### src/include/imc_pkg.sv
package imc_pkg;
  // link framing
  localparam logic [7:0] TERM_BYTE = 8'h0d;
  localparam logic [7:0] READ_PAD = 8'h00;
  localparam logic [7:0] ADDR_PAGE = 8'hfe;
  localparam int WR_FLAG_BIT = 7;
  localparam logic PAGE_RESET = 1'b0;
  // read addresses, 16-bit registers
  localparam logic [6:0] REG_MISC = 7'h02;
  localparam logic [6:0] REG_DIAG = 7'h04;
  localparam logic [6:0] REG_FILT = 7'h06;
  localparam logic [6:0] REG_GLOB = 7'h0a;
  // write byte addresses (top bit set)
  localparam logic [7:0] WADDR_MISC_HI = 8'h83;
  localparam logic [7:0] WADDR_FILT_LO = 8'h86;
  localparam logic [7:0] WADDR_GLOB_LO = 8'h8a;
  // command data values
  localparam logic [7:0] CMD_SELFTEST = 8'h04;
  localparam logic [7:0] CMD_FLASHTEST = 8'h08;
  localparam logic [7:0] CMD_SWRESET = 8'h80;
  localparam logic [7:0] CMD_BACKUP = 8'h08;
  localparam logic [7:0] CMD_INITBACKUP = 8'h10;
  localparam logic [7:0] CMD_AVG_32_TAPS = 8'h05;
  // field positions
  localparam int MISC_SELFTEST_BIT = 10;
  localparam int MISC_FLASHTEST_BIT = 11;
  localparam int GLOB_BACKUP_BIT = 3;
  localparam int GLOB_INITBACKUP_BIT = 4;
  localparam int FILT_BUSY_BIT = 5;
  localparam int FILT_SEL_W = 5;
  localparam int DIAG_ST_LSB = 11;
  localparam int DIAG_FLASH_BIT = 2;
  localparam int DIAG_SAVE_BIT = 0;
  localparam logic [FILT_SEL_W-1:0] FILT_SEL_RESET = 5'h00;
  // operation slots
  localparam int OP_SELFTEST = 0;
  localparam int OP_FLASHTEST = 1;
  localparam int OP_BACKUP = 2;
  localparam int OP_INITBACKUP = 3;
  localparam int OP_FILTER = 4;
  localparam int NUM_OPS = 5;
  // timing
  localparam logic [15:0] OP_CYCLES = 16'h0040;
  localparam int CLK_MHZ = 100;
  localparam int RESET_WAIT_MS = 800;
  localparam int RESET_WAIT_CYC = RESET_WAIT_MS * 1000 * CLK_MHZ;
  typedef enum logic [1:0] {
    IMC_IDLE = 2'b00,
    IMC_SEND = 2'b01,
    IMC_WAIT = 2'b11,
    IMC_HOLD = 2'b10
  } imc_host_state_t;
endpackage

### src/include/imc_link_if.sv
`timescale 1ns/100ps
`default_nettype none
interface imc_link_if;
  logic h2d_valid;
  logic [7:0] h2d_byte;
  logic d2h_valid;
  logic [7:0] d2h_byte;
  modport dev (input h2d_valid, input h2d_byte, output d2h_valid, output d2h_byte);
  modport host (output h2d_valid, output h2d_byte, input d2h_valid, input d2h_byte);
endinterface
`default_nettype wire

### src/core/imc_device.sv
`timescale 1ns/100ps
`default_nettype none
module imc_device
  import imc_pkg::*;
(
  input wire logic clk,
  input wire logic rst_n,
  imc_link_if.dev link,
  input wire logic [3:0] selftest_fail_bits,
  input wire logic flash_fail,
  input wire logic save_fail,
  output logic sw_reset,
  output logic [FILT_SEL_W-1:0] filter_sel,
  output logic filter_apply,
  output logic [NUM_OPS-1:0] op_busy
);
  logic [1:0] rx_idx_reg;
  logic [7:0] rx_addr_reg;
  logic [7:0] rx_data_reg;
  logic page_reg;
  logic frame_ok;
  logic is_wr;
  logic wr_p1;
  logic rd_req;
  logic [NUM_OPS-1:0] op_start;
  logic [NUM_OPS-1:0] op_done;
  logic [3:0] st_fail_reg;
  logic flash_fail_reg;
  logic save_fail_reg;
  logic [31:0] tx_buf_reg;
  logic [2:0] tx_cnt_reg;
  logic [15:0] rd_word;

  // byte position within a three-byte frame
  always_ff @(posedge clk) begin
    if (!rst_n) begin
      rx_idx_reg <= 2'd0;
    end else if (link.h2d_valid) begin
      rx_idx_reg <= (rx_idx_reg == 2'd2) ? 2'd0 : rx_idx_reg + 2'd1;
    end
  end

  always_ff @(posedge clk) begin
    if (!rst_n) begin
      rx_addr_reg <= 8'h00;
      rx_data_reg <= 8'h00;
    end else if (link.h2d_valid && rx_idx_reg == 2'd0) begin
      rx_addr_reg <= link.h2d_byte;
    end else if (link.h2d_valid && rx_idx_reg == 2'd1) begin
      rx_data_reg <= link.h2d_byte;
    end
  end

  // a frame counts only when its third byte is the terminator
  assign frame_ok = link.h2d_valid && rx_idx_reg == 2'd2 && link.h2d_byte == TERM_BYTE;
  assign is_wr = frame_ok && rx_addr_reg[WR_FLAG_BIT];
  assign wr_p1 = is_wr && page_reg;
  assign rd_req = frame_ok && !rx_addr_reg[WR_FLAG_BIT] && rx_data_reg == READ_PAD;

  // page select, held until rewritten or soft reset
  always_ff @(posedge clk) begin
    if (!rst_n || sw_reset) begin
      page_reg <= PAGE_RESET;
    end else if (is_wr && rx_addr_reg == ADDR_PAGE) begin
      page_reg <= rx_data_reg[0];
    end
  end

  // command decode, page 1 only
  always_comb begin
    op_start = '0;
    op_start[OP_SELFTEST] = wr_p1 && rx_addr_reg == WADDR_MISC_HI
      && rx_data_reg == CMD_SELFTEST;
    op_start[OP_FLASHTEST] = wr_p1 && rx_addr_reg == WADDR_MISC_HI
      && rx_data_reg == CMD_FLASHTEST;
    op_start[OP_BACKUP] = wr_p1 && rx_addr_reg == WADDR_GLOB_LO
      && rx_data_reg == CMD_BACKUP;
    op_start[OP_INITBACKUP] = wr_p1 && rx_addr_reg == WADDR_GLOB_LO
      && rx_data_reg == CMD_INITBACKUP;
    op_start[OP_FILTER] = wr_p1 && rx_addr_reg == WADDR_FILT_LO
      && !op_busy[OP_FILTER];
  end

  always_ff @(posedge clk) begin
    if (!rst_n) begin
      sw_reset <= 1'b0;
    end else begin
      sw_reset <= wr_p1 && rx_addr_reg == WADDR_GLOB_LO && rx_data_reg == CMD_SWRESET;
    end
  end

  // filter selection, avg_32_taps among the codes
  always_ff @(posedge clk) begin
    if (!rst_n || sw_reset) begin
      filter_sel <= FILT_SEL_RESET;
      filter_apply <= 1'b0;
    end else begin
      filter_apply <= op_start[OP_FILTER];
      if (op_start[OP_FILTER]) begin
        filter_sel <= rx_data_reg[FILT_SEL_W-1:0];
      end
    end
  end

  // one timer per maintenance operation; busy clears itself
  genvar gi;
  generate
    for (gi = 0; gi < NUM_OPS; gi++) begin : g_op
      imc_op_timer u_timer (
        .clk(clk),
        .rst_n(rst_n),
        .clear(sw_reset),
        .start(op_start[gi]),
        .busy(op_busy[gi]),
        .done(op_done[gi])
      );
    end
  endgenerate

  // outcome bits captured when the operation ends
  always_ff @(posedge clk) begin
    if (!rst_n || sw_reset) begin
      st_fail_reg <= 4'h0;
      flash_fail_reg <= 1'b0;
      save_fail_reg <= 1'b0;
    end else begin
      if (op_done[OP_SELFTEST]) begin
        st_fail_reg <= selftest_fail_bits;
      end
      if (op_done[OP_FLASHTEST]) begin
        flash_fail_reg <= flash_fail;
      end
      if (op_done[OP_BACKUP] || op_done[OP_INITBACKUP]) begin
        save_fail_reg <= save_fail;
      end
    end
  end

  // read mux; address space depends on the page
  always_comb begin
    rd_word = 16'h0000;
    if (page_reg) begin
      case (rx_addr_reg[6:0])
        REG_MISC: begin
          rd_word[MISC_SELFTEST_BIT] = op_busy[OP_SELFTEST];
          rd_word[MISC_FLASHTEST_BIT] = op_busy[OP_FLASHTEST];
        end
        REG_GLOB: begin
          rd_word[GLOB_BACKUP_BIT] = op_busy[OP_BACKUP];
          rd_word[GLOB_INITBACKUP_BIT] = op_busy[OP_INITBACKUP];
        end
        REG_FILT: begin
          rd_word[FILT_SEL_W-1:0] = filter_sel;
          rd_word[FILT_BUSY_BIT] = op_busy[OP_FILTER];
        end
        default: begin
          rd_word = 16'h0000;
        end
      endcase
    end else begin
      case (rx_addr_reg[6:0])
        REG_DIAG: begin
          rd_word[DIAG_ST_LSB+3:DIAG_ST_LSB] = st_fail_reg;
          rd_word[DIAG_FLASH_BIT] = flash_fail_reg;
          rd_word[DIAG_SAVE_BIT] = save_fail_reg;
        end
        default: begin
          rd_word = 16'h0000;
        end
      endcase
    end
  end

  // reply shifter; a read arriving mid-reply is dropped
  always_ff @(posedge clk) begin
    if (!rst_n) begin
      tx_buf_reg <= 32'h00000000;
      tx_cnt_reg <= 3'd0;
    end else if (rd_req && tx_cnt_reg == 3'd0) begin
      tx_buf_reg <= {rx_addr_reg, rd_word, TERM_BYTE};
      tx_cnt_reg <= 3'd4;
    end else if (tx_cnt_reg != 3'd0) begin
      tx_buf_reg <= {tx_buf_reg[23:0], 8'h00};
      tx_cnt_reg <= tx_cnt_reg - 3'd1;
    end
  end

  always_ff @(posedge clk) begin
    if (!rst_n) begin
      link.d2h_valid <= 1'b0;
      link.d2h_byte <= 8'h00;
    end else begin
      link.d2h_valid <= tx_cnt_reg != 3'd0;
      link.d2h_byte <= (tx_cnt_reg != 3'd0) ? tx_buf_reg[31:24] : 8'h00;
    end
  end
endmodule
`default_nettype wire

### src/core/imc_op_timer.sv
`timescale 1ns/100ps
`default_nettype none
module imc_op_timer
  import imc_pkg::*;
(
  input wire logic clk,
  input wire logic rst_n,
  input wire logic clear,
  input wire logic start,
  output logic busy,
  output logic done
);
  logic [15:0] cnt_reg;

  always_ff @(posedge clk) begin
    if (!rst_n || clear) begin
      cnt_reg <= 16'h0000;
      busy <= 1'b0;
      done <= 1'b0;
    end else if (start && !busy) begin
      cnt_reg <= OP_CYCLES;
      busy <= 1'b1;
      done <= 1'b0;
    end else if (busy && cnt_reg == 16'h0001) begin
      cnt_reg <= 16'h0000;
      busy <= 1'b0;
      done <= 1'b1;
    end else begin
      cnt_reg <= busy ? cnt_reg - 16'h0001 : cnt_reg;
      done <= 1'b0;
    end
  end
endmodule
`default_nettype wire

### src/flat_wrapper.sv
// flat-port wrapper written by rule: the top's interface ports become plain ports
module imc_device_flat import imc_pkg::*;
  (clk, rst_n, selftest_fail_bits, flash_fail, save_fail, sw_reset, filter_sel, filter_apply, op_busy, link_h2d_valid, link_h2d_byte, link_d2h_valid, link_d2h_byte);
  imc_link_if link_i ();
  input wire logic clk;
  input wire logic rst_n;
  input wire logic [3:0] selftest_fail_bits;
  input wire logic flash_fail;
  input wire logic save_fail;
  output logic sw_reset;
  output logic [FILT_SEL_W-1:0] filter_sel;
  output logic filter_apply;
  output logic [NUM_OPS-1:0] op_busy;
  input wire logic [$bits(link_i.h2d_valid)-1:0] link_h2d_valid;
  input wire logic [$bits(link_i.h2d_byte)-1:0] link_h2d_byte;
  output wire logic [$bits(link_i.d2h_valid)-1:0] link_d2h_valid;
  output wire logic [$bits(link_i.d2h_byte)-1:0] link_d2h_byte;
  assign link_i.h2d_valid = link_h2d_valid;
  assign link_i.h2d_byte = link_h2d_byte;
  assign link_d2h_valid = link_i.d2h_valid;
  assign link_d2h_byte = link_i.d2h_byte;
  imc_device u_core (.clk(clk), .rst_n(rst_n), .link(link_i), .selftest_fail_bits(selftest_fail_bits), .flash_fail(flash_fail), .save_fail(save_fail), .sw_reset(sw_reset), .filter_sel(filter_sel), .filter_apply(filter_apply), .op_busy(op_busy));
endmodule
### config.mk
export PLATFORM = sky130hd
export DESIGN_NAME = imc_device_flat
export DESIGN_NICKNAME = d
export VERILOG_FILES = /design/src/include/imc_pkg.sv /design/src/include/imc_link_if.sv /design/src/core/imc_device.sv /design/src/core/imc_op_timer.sv /design/src/flat_wrapper.sv
export SDC_FILE = /design/constraint.sdc
export NUM_CORES = 1
export LEC_CHECK = 0
export BUFFER_PORTS_ARGS = -buffer_cell sky130_fd_sc_hd__buf_2
export CELL_PAD_IN_SITES_DETAIL_PLACEMENT = 2
export CELL_PAD_IN_SITES_GLOBAL_PLACEMENT = 2
export CORE_ASPECT_RATIO = 0.6
export CORE_UTILIZATION = 38
export CTS_CLUSTER_SIZE = 10
export DETAILED_ROUTE_END_ITERATION = 10
export PLACE_DENSITY_LB_ADDON = 0.2
export SYNTH_ARGS = -nofsm -noshare
export SYNTH_HDL_FRONTEND = slang
export SYNTH_SLANG_ARGS = --single-unit
### constraint.sdc
create_clock -name clk -period 3 [get_ports clk]
set_input_delay 0.45 -clock clk [delete_from_list [all_inputs] [get_ports clk]]
set_output_delay 0.45 -clock clk [all_outputs]
set_load 0.02 [all_outputs]
==> results of run 1 <==
[cell usage after synthesis, drive strengths merged (4+ instances only)]
cell	n
o21ai	14
nor3	20
clkbuf	20
nand2	72
buf	18
nand3b	5
nor2b	26
nor4	21
xnor2	36
nand2b	11
a21oi	18
ha	12
nand4b	4
dfxtp	155
nor3b	5
nor4b	6
nor4bb	5
a22o	4
nand3	22
and3	11
or4	15
xor2	25
inv	20
a31oi	15
nand4	5
a21o	4
nor2	120
mux2i	32
[routing by layer]
layer  track usage (%)  part of all wire [%]  up-vias
met4              8.02                   1.3        0
met1              30.1                    50     2832
met5                 0                     0        -
li1                  -                     -     2672
met3              4.00                   2.4       20
met2              35.8                    46       52
[through the flow]
| stage | setup slack [ps] | instance area [um2] |
|---|---|---|
| after detailed placement | 227 | 7220 |
| final | 448 | 7810 |
| after floorplan | 786 | 6770 |
| after global routing | 319 | 7810 |
| after CTS | 436 | 7810 |
| after global placement | 302 | 7220 |
[kinds of logic after synthesis]
logic type | synth area share [%]
AO/OA/AOI/OAI | 7.44
XOR/XNOR | 7.90
adder cells (fa/ha/maj) | 2.22
buffers and inverters | 3.88
flip-flops | 45.9
multiplexers | 4.90
AND/OR/NAND/NOR | 27.8
[area by class of cell]
type	instances	share of cell area, %
Clock inverter	8	1.51
Multi-Input combinational cell	545	43.7
Tap cell	234	3.75
Timing Repair Buffer	58	4.39
Inverter	20	0.962
Sequential cell	155	39.7
Clock buffer	23	5.99
[critical path, stage by stage, from the launching register on]
cell and delay, ps:
dfxtp_1 380, nor4b_1 530, nand4_1 260, or4_1 900, nor3_1 290, a311o_1 140
[worst min-delay path by stage]
stage	start	to	slack (ps)	depth (start not counted)
after floorplan	u_core.tx_buf_reg[12]	u_core.tx_buf_reg[12]	430	2
final	selftest_fail_bits[0]	u_core.st_fail_reg[0]	260	3
after global placement	u_core.tx_buf_reg[9]	u_core.tx_buf_reg[9]	440	2
after detailed placement	u_core.tx_buf_reg[12]	u_core.tx_buf_reg[12]	450	2
after global routing	save_fail	u_core.save_fail_reg	280	3
after CTS	selftest_fail_bits[2]	u_core.st_fail_reg[2]	250	3
[where the power goes]
part | internal (mW) | leakage [nW] | switching (mW) | total, mW
clock | 1.34 | 0.287 | 0.864 | 2.21
sequential | 2.20 | 1.25 | 0.0965 | 2.30
combinational | 0.200 | 1.52 | 0.391 | 0.591
total | 3.74 | 3.06 | 1.35 | 5.09
==> summary.md, run 1 <==
| Metric | Value |
|---|---|
| Worst-skew pair later-pin latency | `430 ps` |
| Synthesis warning total | `0` |
| 1st-iter DRT viols | `249` |
| GP Congestion | `0.794` |
| Layout cell share with drive strength beyond 1 | `12.2%` |
| Core ar. | `17,300 um2` |
| Area of the multi-input gates | `3410 um2` |
| Layout fillers | `1,858` |
| Ant. Diodes | `0` |
| Root Buffer | `clkbuf_16` |
| Worst min path class | `in -> reg` |
| Worst Tran Pin Value | `939 ps` |
| Slew headroom | `36.8%` |
| Row cnt | `37` |
| Reg2Reg Launch Point | `u_core.rx_idx_reg[1]` |
| Clock skew | `8.35 ps` |
| Fin util | `45.2%` |
| Syn Std Cell Area | `6770 um2` |
| Clk buf depth | `2` |
| Cell variety after synth | `60` |
| IO Count | `38` |
| Outcome | `finished clean` |
| Final non-filler cell total | `1,043` |
| Post-Syn Nets | `787` |
| Initial antenna violation count | `0` |
| Commonest non-fill, non-tap cell in the layout | `dfxtp_1` |
| Dominant synthesized flop cell | `dfxtp_1` |
| Syn_area_per_cell | `8.93 um2` |
| Post-CTS Hold Buffers | `0` |
| Fin. max-slew vios | `0` |
| CP Launch Type | `flip-flop` |
| TritonCTS clock tree | `built` |
| Sequential cell area | `3100 um2` |
| Largest net degree at the start of global routing | `48` |
| Setup crit end kind | `flip-flop` |
| Layout Nets | `826` |
| Synthesized instance count | `758` |
| Setup Buffers After CTS | `0` |
| Async S/R FF share, synth | `0%` |
| Total CTS buffers | `17` |
| # setup viols final | `0` |
| Post-DP HPWL | `13.8 mm` |
| Synth top area cells | `dfxtp_1 46%, nor2_1 6.7%, mux2i_1 4.7%` |
| Worst EP arrival | `2930 ps` |
| Total negative slack | `0 ps` |
| Worst r2r dst | `u_core.tx_buf_reg[19]` |
| Seq/Total Area, Yosys | `45.9%` |
| DP Cell Count | `1,012` |
| Number of global-route vias before repair | `6,060` |
| Post-CTS Resized | `0` |
| Via count | `5,576` |
| Max-cap viol count | `0` |
| Die ar. | `18,400 um2` |
| Initial Utilization | `39.2%` |
| Power Density | `652 nW/um2` |
| Max FFs per register | `80` |
| Final Routed Wirelength | `19.5 mm` |
| WL per Instance | `18.7 um` |
| Crit path to | `u_core.tx_buf_reg[19]` |
| Global-route wire length before repair | `32.0 mm` |
| Fmax | `392 MHz` |
| RSZ-0062 raised after global routing | `false` |
| Clock-pin slew on the worst setup and hold paths | `60 ps` |
| Worst ir drop on vdd | `0.393 mV` |
| Worst R2R Setup Slack | `450 ps` |
| Clock sink count | `155` |
| Via density | `5.35` |
| Die H | `105 um` |
| CP Class | `reg -> reg` |
| Drt pass-1 iters | `4` |
| Power Total | `5.09 mW` |
| Post-synth EDFFs | `0` |
| Die boundary width | `174 um` |
| Critical path peak fanout | `19` |
| Crit path launch | `u_core.rx_idx_reg[1]` |
| Post-synth top area cell | `dfxtp_1` |
| Pleak | `3.06 nW` |
| Area Growth Syn to Fin | `15.4%` |
| Post-synthesis register bit count | `155` |
| Hold Vio Cnt, Final | `0` |
| Overall routing resource usage | `22.3%` |
| Buffers on Ports | `37` |
| Tcrit/Tclk final | `85.1%` |
| Post-synth top area share | `45.9%` |
| Req. time, crit path | `3380 ps` |
| Crit path time final | `2550 ps` |
| Reg2Reg Depth | `5` |
| GRT Residual Overflow | `0` |
| WHS | `261 ps` |
| ANT nets after route | `0` |
| Most frequent cells in the layout | `155 x dfxtp_1, 120 x nor2_1, 72 x nand2_1` |
| Residual DRC count | `0` |
| H-tree levels | `4` |
Note: power is estimated with default switching activity, not from simulation.
==> run 2, diff against run 1 <==
clock period = 2.4 ns   (was 3 ns; I/O delays follow)
==> summary.md, run 2 (same netlist as run 1, synthesis figures left out) <==
| Metric | Value |
|---|---|
| Area of the multi-input gates | `3450 um2 (+1.2%)` |
| WHS | `171 ps (-89.9 ps)` |
| Slew headroom | `58.8% (+22 points)` |
| Clock sink count | `155 (unchanged)` |
| Ant. Diodes | `0 (unchanged)` |
| Largest net degree at the start of global routing | `48 (unchanged)` |
| Via count | `5,737 (+2.9%)` |
| CP max-delay cell | `or4_1` |
| Power Density | `814 nW/um2 (+25%)` |
| Die ar. | `18,400 um2 (unchanged)` |
| Crit path time final | `2350 ps (-200 ps)` |
| Max-cap viol count | `0 (unchanged)` |
| Row cnt | `37 (unchanged)` |
| Overall routing resource usage | `24.9% (+2.6 points)` |
| Fmax | `425 MHz (+8.5%)` |
| Switch share | `27.4% (+0.88 points)` |
| Hold Vio Cnt, Final | `0 (unchanged)` |
| WP buf/inv | `1 (+1)` |
| Die H | `105 um (unchanged)` |
| Core ar. | `17,300 um2 (unchanged)` |
| Logic pwr share | `12.5% (+0.9 points)` |
| Area Growth Syn to Fin | `20.7%` |
| Total CTS buffers | `17 (unchanged)` |
| WL per Instance | `20.4 um (+9.3%)` |
| Post-CTS Hold Buffers | `0 (unchanged)` |
| Root Buffer | `clkbuf_16` |
| Buffers on Ports | `37 (unchanged)` |
| Req. time, crit path | `2730 ps (-650 ps)` |
| Via density | `5.35 (about the same)` |
| H-tree levels | `4 (unchanged)` |
| TritonCTS clock tree | `built` |
| Pleak | `3.27 nW (+6.9%)` |
| Seq pwr share | `43.3% (-1.8 points)` |
| Clock power frac | `44.1% (+0.8 points)` |
| 1st-iter DRT viols | `322 (+29%)` |
| Worst Tran Pin Value | `616 ps (-324 ps)` |
| Layout cell share with drive strength beyond 1 | `16.1% (+3.9 points)` |
| Die boundary width | `174 um (unchanged)` |
| Setup crit end kind | `flip-flop` |
| Post-route cell area | `8170 um2 (+4.6%)` |
| Initial Utilization | `39.2% (unchanged)` |
| Clock skew | `9.34 ps (+0.993 ps)` |
| Worst path top cell family by delay | `simple AND/OR/NAND/NOR gates` |
| Post-DP HPWL | `14.3 mm (+2.9%)` |
| Number of global-route vias before repair | `6,444 (+6.3%)` |
| Internal power | `4.83 mW (+29%)` |
| # setup viols final | `0 (unchanged)` |
| Initial antenna violation count | `0 (unchanged)` |
| Layout fillers | `1,870 (+0.65%)` |
| Outcome | `finished clean` |
| Worst min path class | `in -> reg` |
| Max FFs per register | `80 (unchanged)` |
| Setup Buffers After CTS | `0 (unchanged)` |
| CP Launch Type | `flip-flop` |
| Clock-pin slew on the worst setup and hold paths | `70 ps (about the same)` |
| CP Class | `reg -> reg` |
| Layout Nets | `856 (+3.6%)` |
| Residual DRC count | `0 (unchanged)` |
| Max stage delay on crit path | `590 ps (-310 ps)` |
| IO Count | `38 (unchanged)` |
| Sequential cell area | `3100 um2 (unchanged)` |
| Switching power | `1.82 mW (+35%)` |
| Most frequent cells in the layout | `155 x dfxtp_1, 120 x nor2_1, 72 x nand2_1` |
| Final Routed Wirelength | `21.9 mm (+12%)` |
| RSZ-0062 raised after global routing | `false` |
| Tcrit/Tclk final | `98.0% (+13 points)` |
| Worst ir drop on vdd | `0.401 mV (+2.0%)` |
| Critical path peak fanout | `7 (-12)` |
| Clk buf depth | `2 (unchanged)` |
| Global-route wire length before repair | `35.2 mm (+10%)` |
| ANT nets after route | `0 (unchanged)` |
| GRT Residual Overflow | `0 (unchanged)` |
| Placed instance area | `7500 um2 (+3.9%)` |
| Worst EP arrival | `2680 ps (-250 ps)` |
| GP Congestion | `0.771 (-2.9%)` |
| Commonest non-fill, non-tap cell in the layout | `dfxtp_1` |
| CP dominant cell by count | `or4_1` |
| Worst-skew pair later-pin latency | `440 ps (about the same)` |
| Fin. max-slew vios | `0 (unchanged)` |
| Critical path cell sequence | `or4_1, or4_1, nor4b_4, buf_4, a21o_2, nor2_1` |
| Drt pass-1 iters | `4 (unchanged)` |
run 2: cell count changes in the layout (fill, tap and decap cells not counted), moves of 2 or more:
cell	before	now
buf_12	0	5
buf_4	21	45
clkbuf_1	4	1
nor4b_1	5	3
run 2: through the flow:
step	power [mW]	setup TNS (ps)	instances	utilization, %	worst slack, ps
4_1_cts	6.71	0	1072	47.1	34.9
5_1_grt	6.90	0	1073	47.3	6.50
3_5_place_dp	3.71	-1190	1041	43.4	-88.7
2_1_floorplan	3.40	0	758	-	259
6_report	6.65	0	1073	47.3	48.4
3_3_place_gp	3.66	-10.7	1041	43.4	-6.52
run 2: power by group through the flow:
stage                     clock network, mW  logic, mW  registers (mW)
after floorplan                           0      0.491            2.91
after global placement                    0      0.752            2.91
after detailed placement                  0      0.797            2.92
after CTS                              2.99      0.836            2.88
after global routing                   3.08      0.920            2.89
final                                  2.93      0.835            2.88
run 2: path summary, 6_finish.rpt:
check | startpoint | end | slack, ps | cells past startpoint
worst max-delay path | u_core.rx_data_reg[1] | u_core.g_op[3].u_timer.cnt_reg[9] | 50 | 6
worst min-delay path | selftest_fail_bits[0] | u_core.st_fail_reg[0] | 170 | 3
worst max register to register | u_core.rx_data_reg[1] | u_core.g_op[3].u_timer.cnt_reg[9] | 50 | 6
worst min register to register | u_core.tx_buf_reg[12] | u_core.tx_buf_reg[12] | 460 | 2
run 2: what timing repair did:
| item | CTS | global route |
|---|---|---|
| setup endpoints to repair | 17 | 31 |
| cloned | 0 | 1 |
| resized for setup | 2 | 3 |
| pin swaps | 0 | 1 |
run 2: tightest hold or removal path, delay by kind of cell:
kind | cells | cell delay, ps
muxes | 1 | 60
buffers and inverters | 1 | 80
and+or+nand+nor | 1 | 80
run 2: cell type report:
cell class	instances	share of cell area [%]
well taps	234	3.58
multi-input cells	546	42.2
clock buffers	20	5.59
clock inverters	11	2.05
flip-flops and latches	155	38.0
inverters	20	0.919
repair buffers	87	7.63
run 2: metal layers:
| metal | track usage (%) | wire [um] |
|---|---|---|
| met5 | 0 | 0 |
| met4 | 9.77 | 452 |
| met3 | 4.47 | 589 |
| met2 | 42.1 | 10700 |
| met1 | 31.6 | 10200 |
==> run 3, diff against run 2 <==
PLACE_DENSITY = 0.86   (was unset)
PLACE_DENSITY_LB_ADDON = unset   (was 0.2)
==> summary.md, run 3 (same netlist as run 1, synthesis figures left out) <==
| Metric | Value |
|---|---|
| Switch share | `29.3% (+1.9 points)` |
| Post-DP HPWL | `14.8 mm (+4.1%)` |
| Buffers on Ports | `37 (unchanged)` |
| Violated checks | `negative setup slack` |
| Setup crit end kind | `flip-flop` |
| Max FFs per register | `80 (unchanged)` |
| Number of global-route vias before repair | `6,610 (+2.6%)` |
| CP max-delay cell | `or4_1` |
| GRT Residual Overflow | `0 (unchanged)` |
| CP Class | `reg -> reg` |
| Tcrit/Tclk final | `103% (+5.1 points)` |
| Logic pwr share | `13.3% (+0.8 points)` |
| Clk buf depth | `2 (unchanged)` |
| Setup Buffers After CTS | `0 (unchanged)` |
| Worst EP arrival | `2790 ps (+110 ps)` |
| 1st-iter DRT viols | `326 (+1.2%)` |
| WL per Instance | `22.6 um (+11%)` |
| Total CTS buffers | `17 (unchanged)` |
| ANT nets after route | `0 (unchanged)` |
| Die ar. | `18,400 um2 (unchanged)` |
| Fin worst setup slack | `-73.3 ps (-122 ps)` |
| Commonest non-fill, non-tap cell in the layout | `dfxtp_1` |
| Seq pwr share | `44.1% (+0.8 points)` |
| Req. time, crit path | `2720 ps (about the same)` |
| Via density | `5.56 (+4.1%)` |
| Final Routed Wirelength | `24.1 mm (+10%)` |
| Most frequent cells in the layout | `155 x dfxtp_1, 120 x nor2_1, 72 x nand2_1` |
| Clock skew | `10.4 ps (+1.07 ps)` |
| Slew headroom | `41.9% (-17 points)` |
| Layout fillers | `1,844 (-1.4%)` |
| WHS Path Cells | `3 (unchanged)` |
| Worst R2R Setup Slack | `-70 ps (-120 ps)` |
| Critical path peak fanout | `4 (-3)` |
| Initial antenna violation count | `0 (unchanged)` |
| Drt pass-1 iters | `4 (unchanged)` |
| Clock power frac | `42.7% (-1.4 points)` |
| Via count | `5,943 (+3.6%)` |
| Max-cap viol count | `0 (unchanged)` |
| Clock sink count | `155 (unchanged)` |
| H-tree levels | `4 (unchanged)` |
| Die H | `105 um (unchanged)` |
| Hold Vio Cnt, Final | `0 (unchanged)` |
| Total negative slack | `-73.3 ps (-73.3 ps)` |
| Worst ir drop on vdd | `0.507 mV (+27%)` |
| Reg2Reg Launch Point | `u_core.rx_data_reg[1]` |
| Outcome | `complete, but fails checks` |
| Worst Min Path Start | `selftest_fail_bits[3]` |
| Worst r2r dst | `u_core.g_op[3].u_timer.cnt_reg[6]` |
| Residual DRC count | `0 (unchanged)` |
| Crit path time final | `2470 ps (+122 ps)` |
| Internal power | `4.63 mW (-4.1%)` |
| Critical path cell sequence | `or4_1, or4_1, nor4b_4, buf_4, nor2_1, o32ai_1` |
| Worst min path class | `in -> reg` |
| Ant. Diodes | `0 (unchanged)` |
| Fin util | `47.0% (-0.28 points)` |
| Largest net degree at the start of global routing | `31 (-35%)` |
| Core ar. | `17,300 um2 (unchanged)` |
| Fin. max-slew vios | `0 (unchanged)` |
| Root Buffer | `clkbuf_16` |
| Global-route wire length before repair | `37.6 mm (+6.9%)` |
| CP dominant cell by count | `or4_1` |
| Max stage delay on crit path | `600 ps (about the same)` |
| Switching power | `1.92 mW (+5.1%)` |
| Die boundary width | `174 um (unchanged)` |
| Layout cell share with drive strength beyond 1 | `15.9% (-0.14 points)` |
| # setup viols final | `1 (+1)` |
| DP Worst Slack | `-54.2 ps (+34.6 ps)` |
| TritonCTS clock tree | `built` |
| Min-Delay Endpoint | `u_core.st_fail_reg[3]` |
| Reg2Reg Depth | `6 (unchanged)` |
| Initial Utilization | `39.2% (unchanged)` |
| Clock-pin slew on the worst setup and hold paths | `70 ps (about the same)` |
| Row cnt | `37 (unchanged)` |
| Crit path launch | `u_core.rx_data_reg[1]` |
| Layout Nets | `850 (-0.70%)` |
| IO Count | `38 (unchanged)` |
| Power Density | `806 nW/um2 (-1.0%)` |
| Worst Tran Pin Value | `864 ps (+248 ps)` |
| CP Launch Type | `flip-flop` |
| Fmax | `404 MHz (-4.9%)` |
| Overall routing resource usage | `26.5% (+1.6 points)` |
| Worst-skew pair later-pin latency | `440 ps (about the same)` |
| Pleak | `3.24 nW (-1.0%)` |
| GP Congestion | `0.817 (+5.9%)` |
| Area Growth Syn to Fin | `20.0%` |
run 3: changes by cell type in the layout (fill, tap and decap cells not counted), moves of 2 or more:
cell        before  now
buf_4           45   39
bufinv_16        4    2
clkinv_4         1    6
clkinvlp_4       2    0
nor4bb_1         5    3
nor4bb_2         0    2
run 3: what timing repair did:
action | CTS | global route
gates resized for setup | 1 | 8
hold buffers | 0 | 0
pin swaps | 0 | 1
cloned | 0 | 1
endpoints found under the setup margin | 15 | 38
run 3: routing by layer:
layer | track usage [%] | part of all wire (%)
met4 | 8.58 | 1.7
met2 | 46.5 | 50
met5 | 0 | 0
met1 | 32.7 | 45
met3 | 5.12 | 2.8
run 3: power by group through the flow:
stage | clock network [mW] | logic (mW) | registers [mW]
after global placement | 0 | 0.721 | 2.90
final | 2.79 | 0.870 | 2.89
after CTS | 2.84 | 0.854 | 2.88
after detailed placement | 0 | 0.788 | 2.92
after floorplan | 0 | 0.491 | 2.91
after global routing | 2.94 | 0.938 | 2.90
run 3: worst max path at each step:
stage / slack (ps) / endpoint / cells after the start
after global placement: 50 / u_core.g_op[3].u_timer.cnt_reg[0] / 6
after detailed placement: -50 / u_core.g_op[3].u_timer.cnt_reg[11] / 6
after global routing: -100 / u_core.g_op[3].u_timer.cnt_reg[6] / 6
after floorplan: 260 / u_core.g_op[1].u_timer.cnt_reg[14] / 6
after CTS: 10 / u_core.g_op[3].u_timer.cnt_reg[13] / 6
final: -70 / u_core.g_op[3].u_timer.cnt_reg[6] / 6
run 3: through the flow:
step | std cells | hold slack [ps] | area (um2) | total power, mW
after floorplan | 758 | 429 | 6770 | 3.40
after global placement | 1035 | 439 | 7460 | 3.62
after detailed placement | 1035 | 455 | 7460 | 3.71
after CTS | 1067 | 168 | 8060 | 6.57
after global routing | 1068 | 211 | 8120 | 6.78
final | 1068 | 195 | 8120 | 6.55
run 3: cell type report:
type / instances / area (um2) / area share [%]
multi-input combinational: 546 / 3470 / 42.8
sequential: 155 / 3100 / 38.2
timing repair buffer: 81 / 578 / 7.12
clock buffer: 20 / 457 / 5.62
tap: 234 / 293 / 3.61
clock inverter: 12 / 140 / 1.73
inverter: 20 / 75.1 / 0.924
run 3: worst max-delay path, delay by kind of cell, from the launching register on:
family | cells | cell delay [ps]
compound gates | 1 | 290
buf+inv | 1 | 210
flops | 1 | 360
simple gates | 4 | 1500
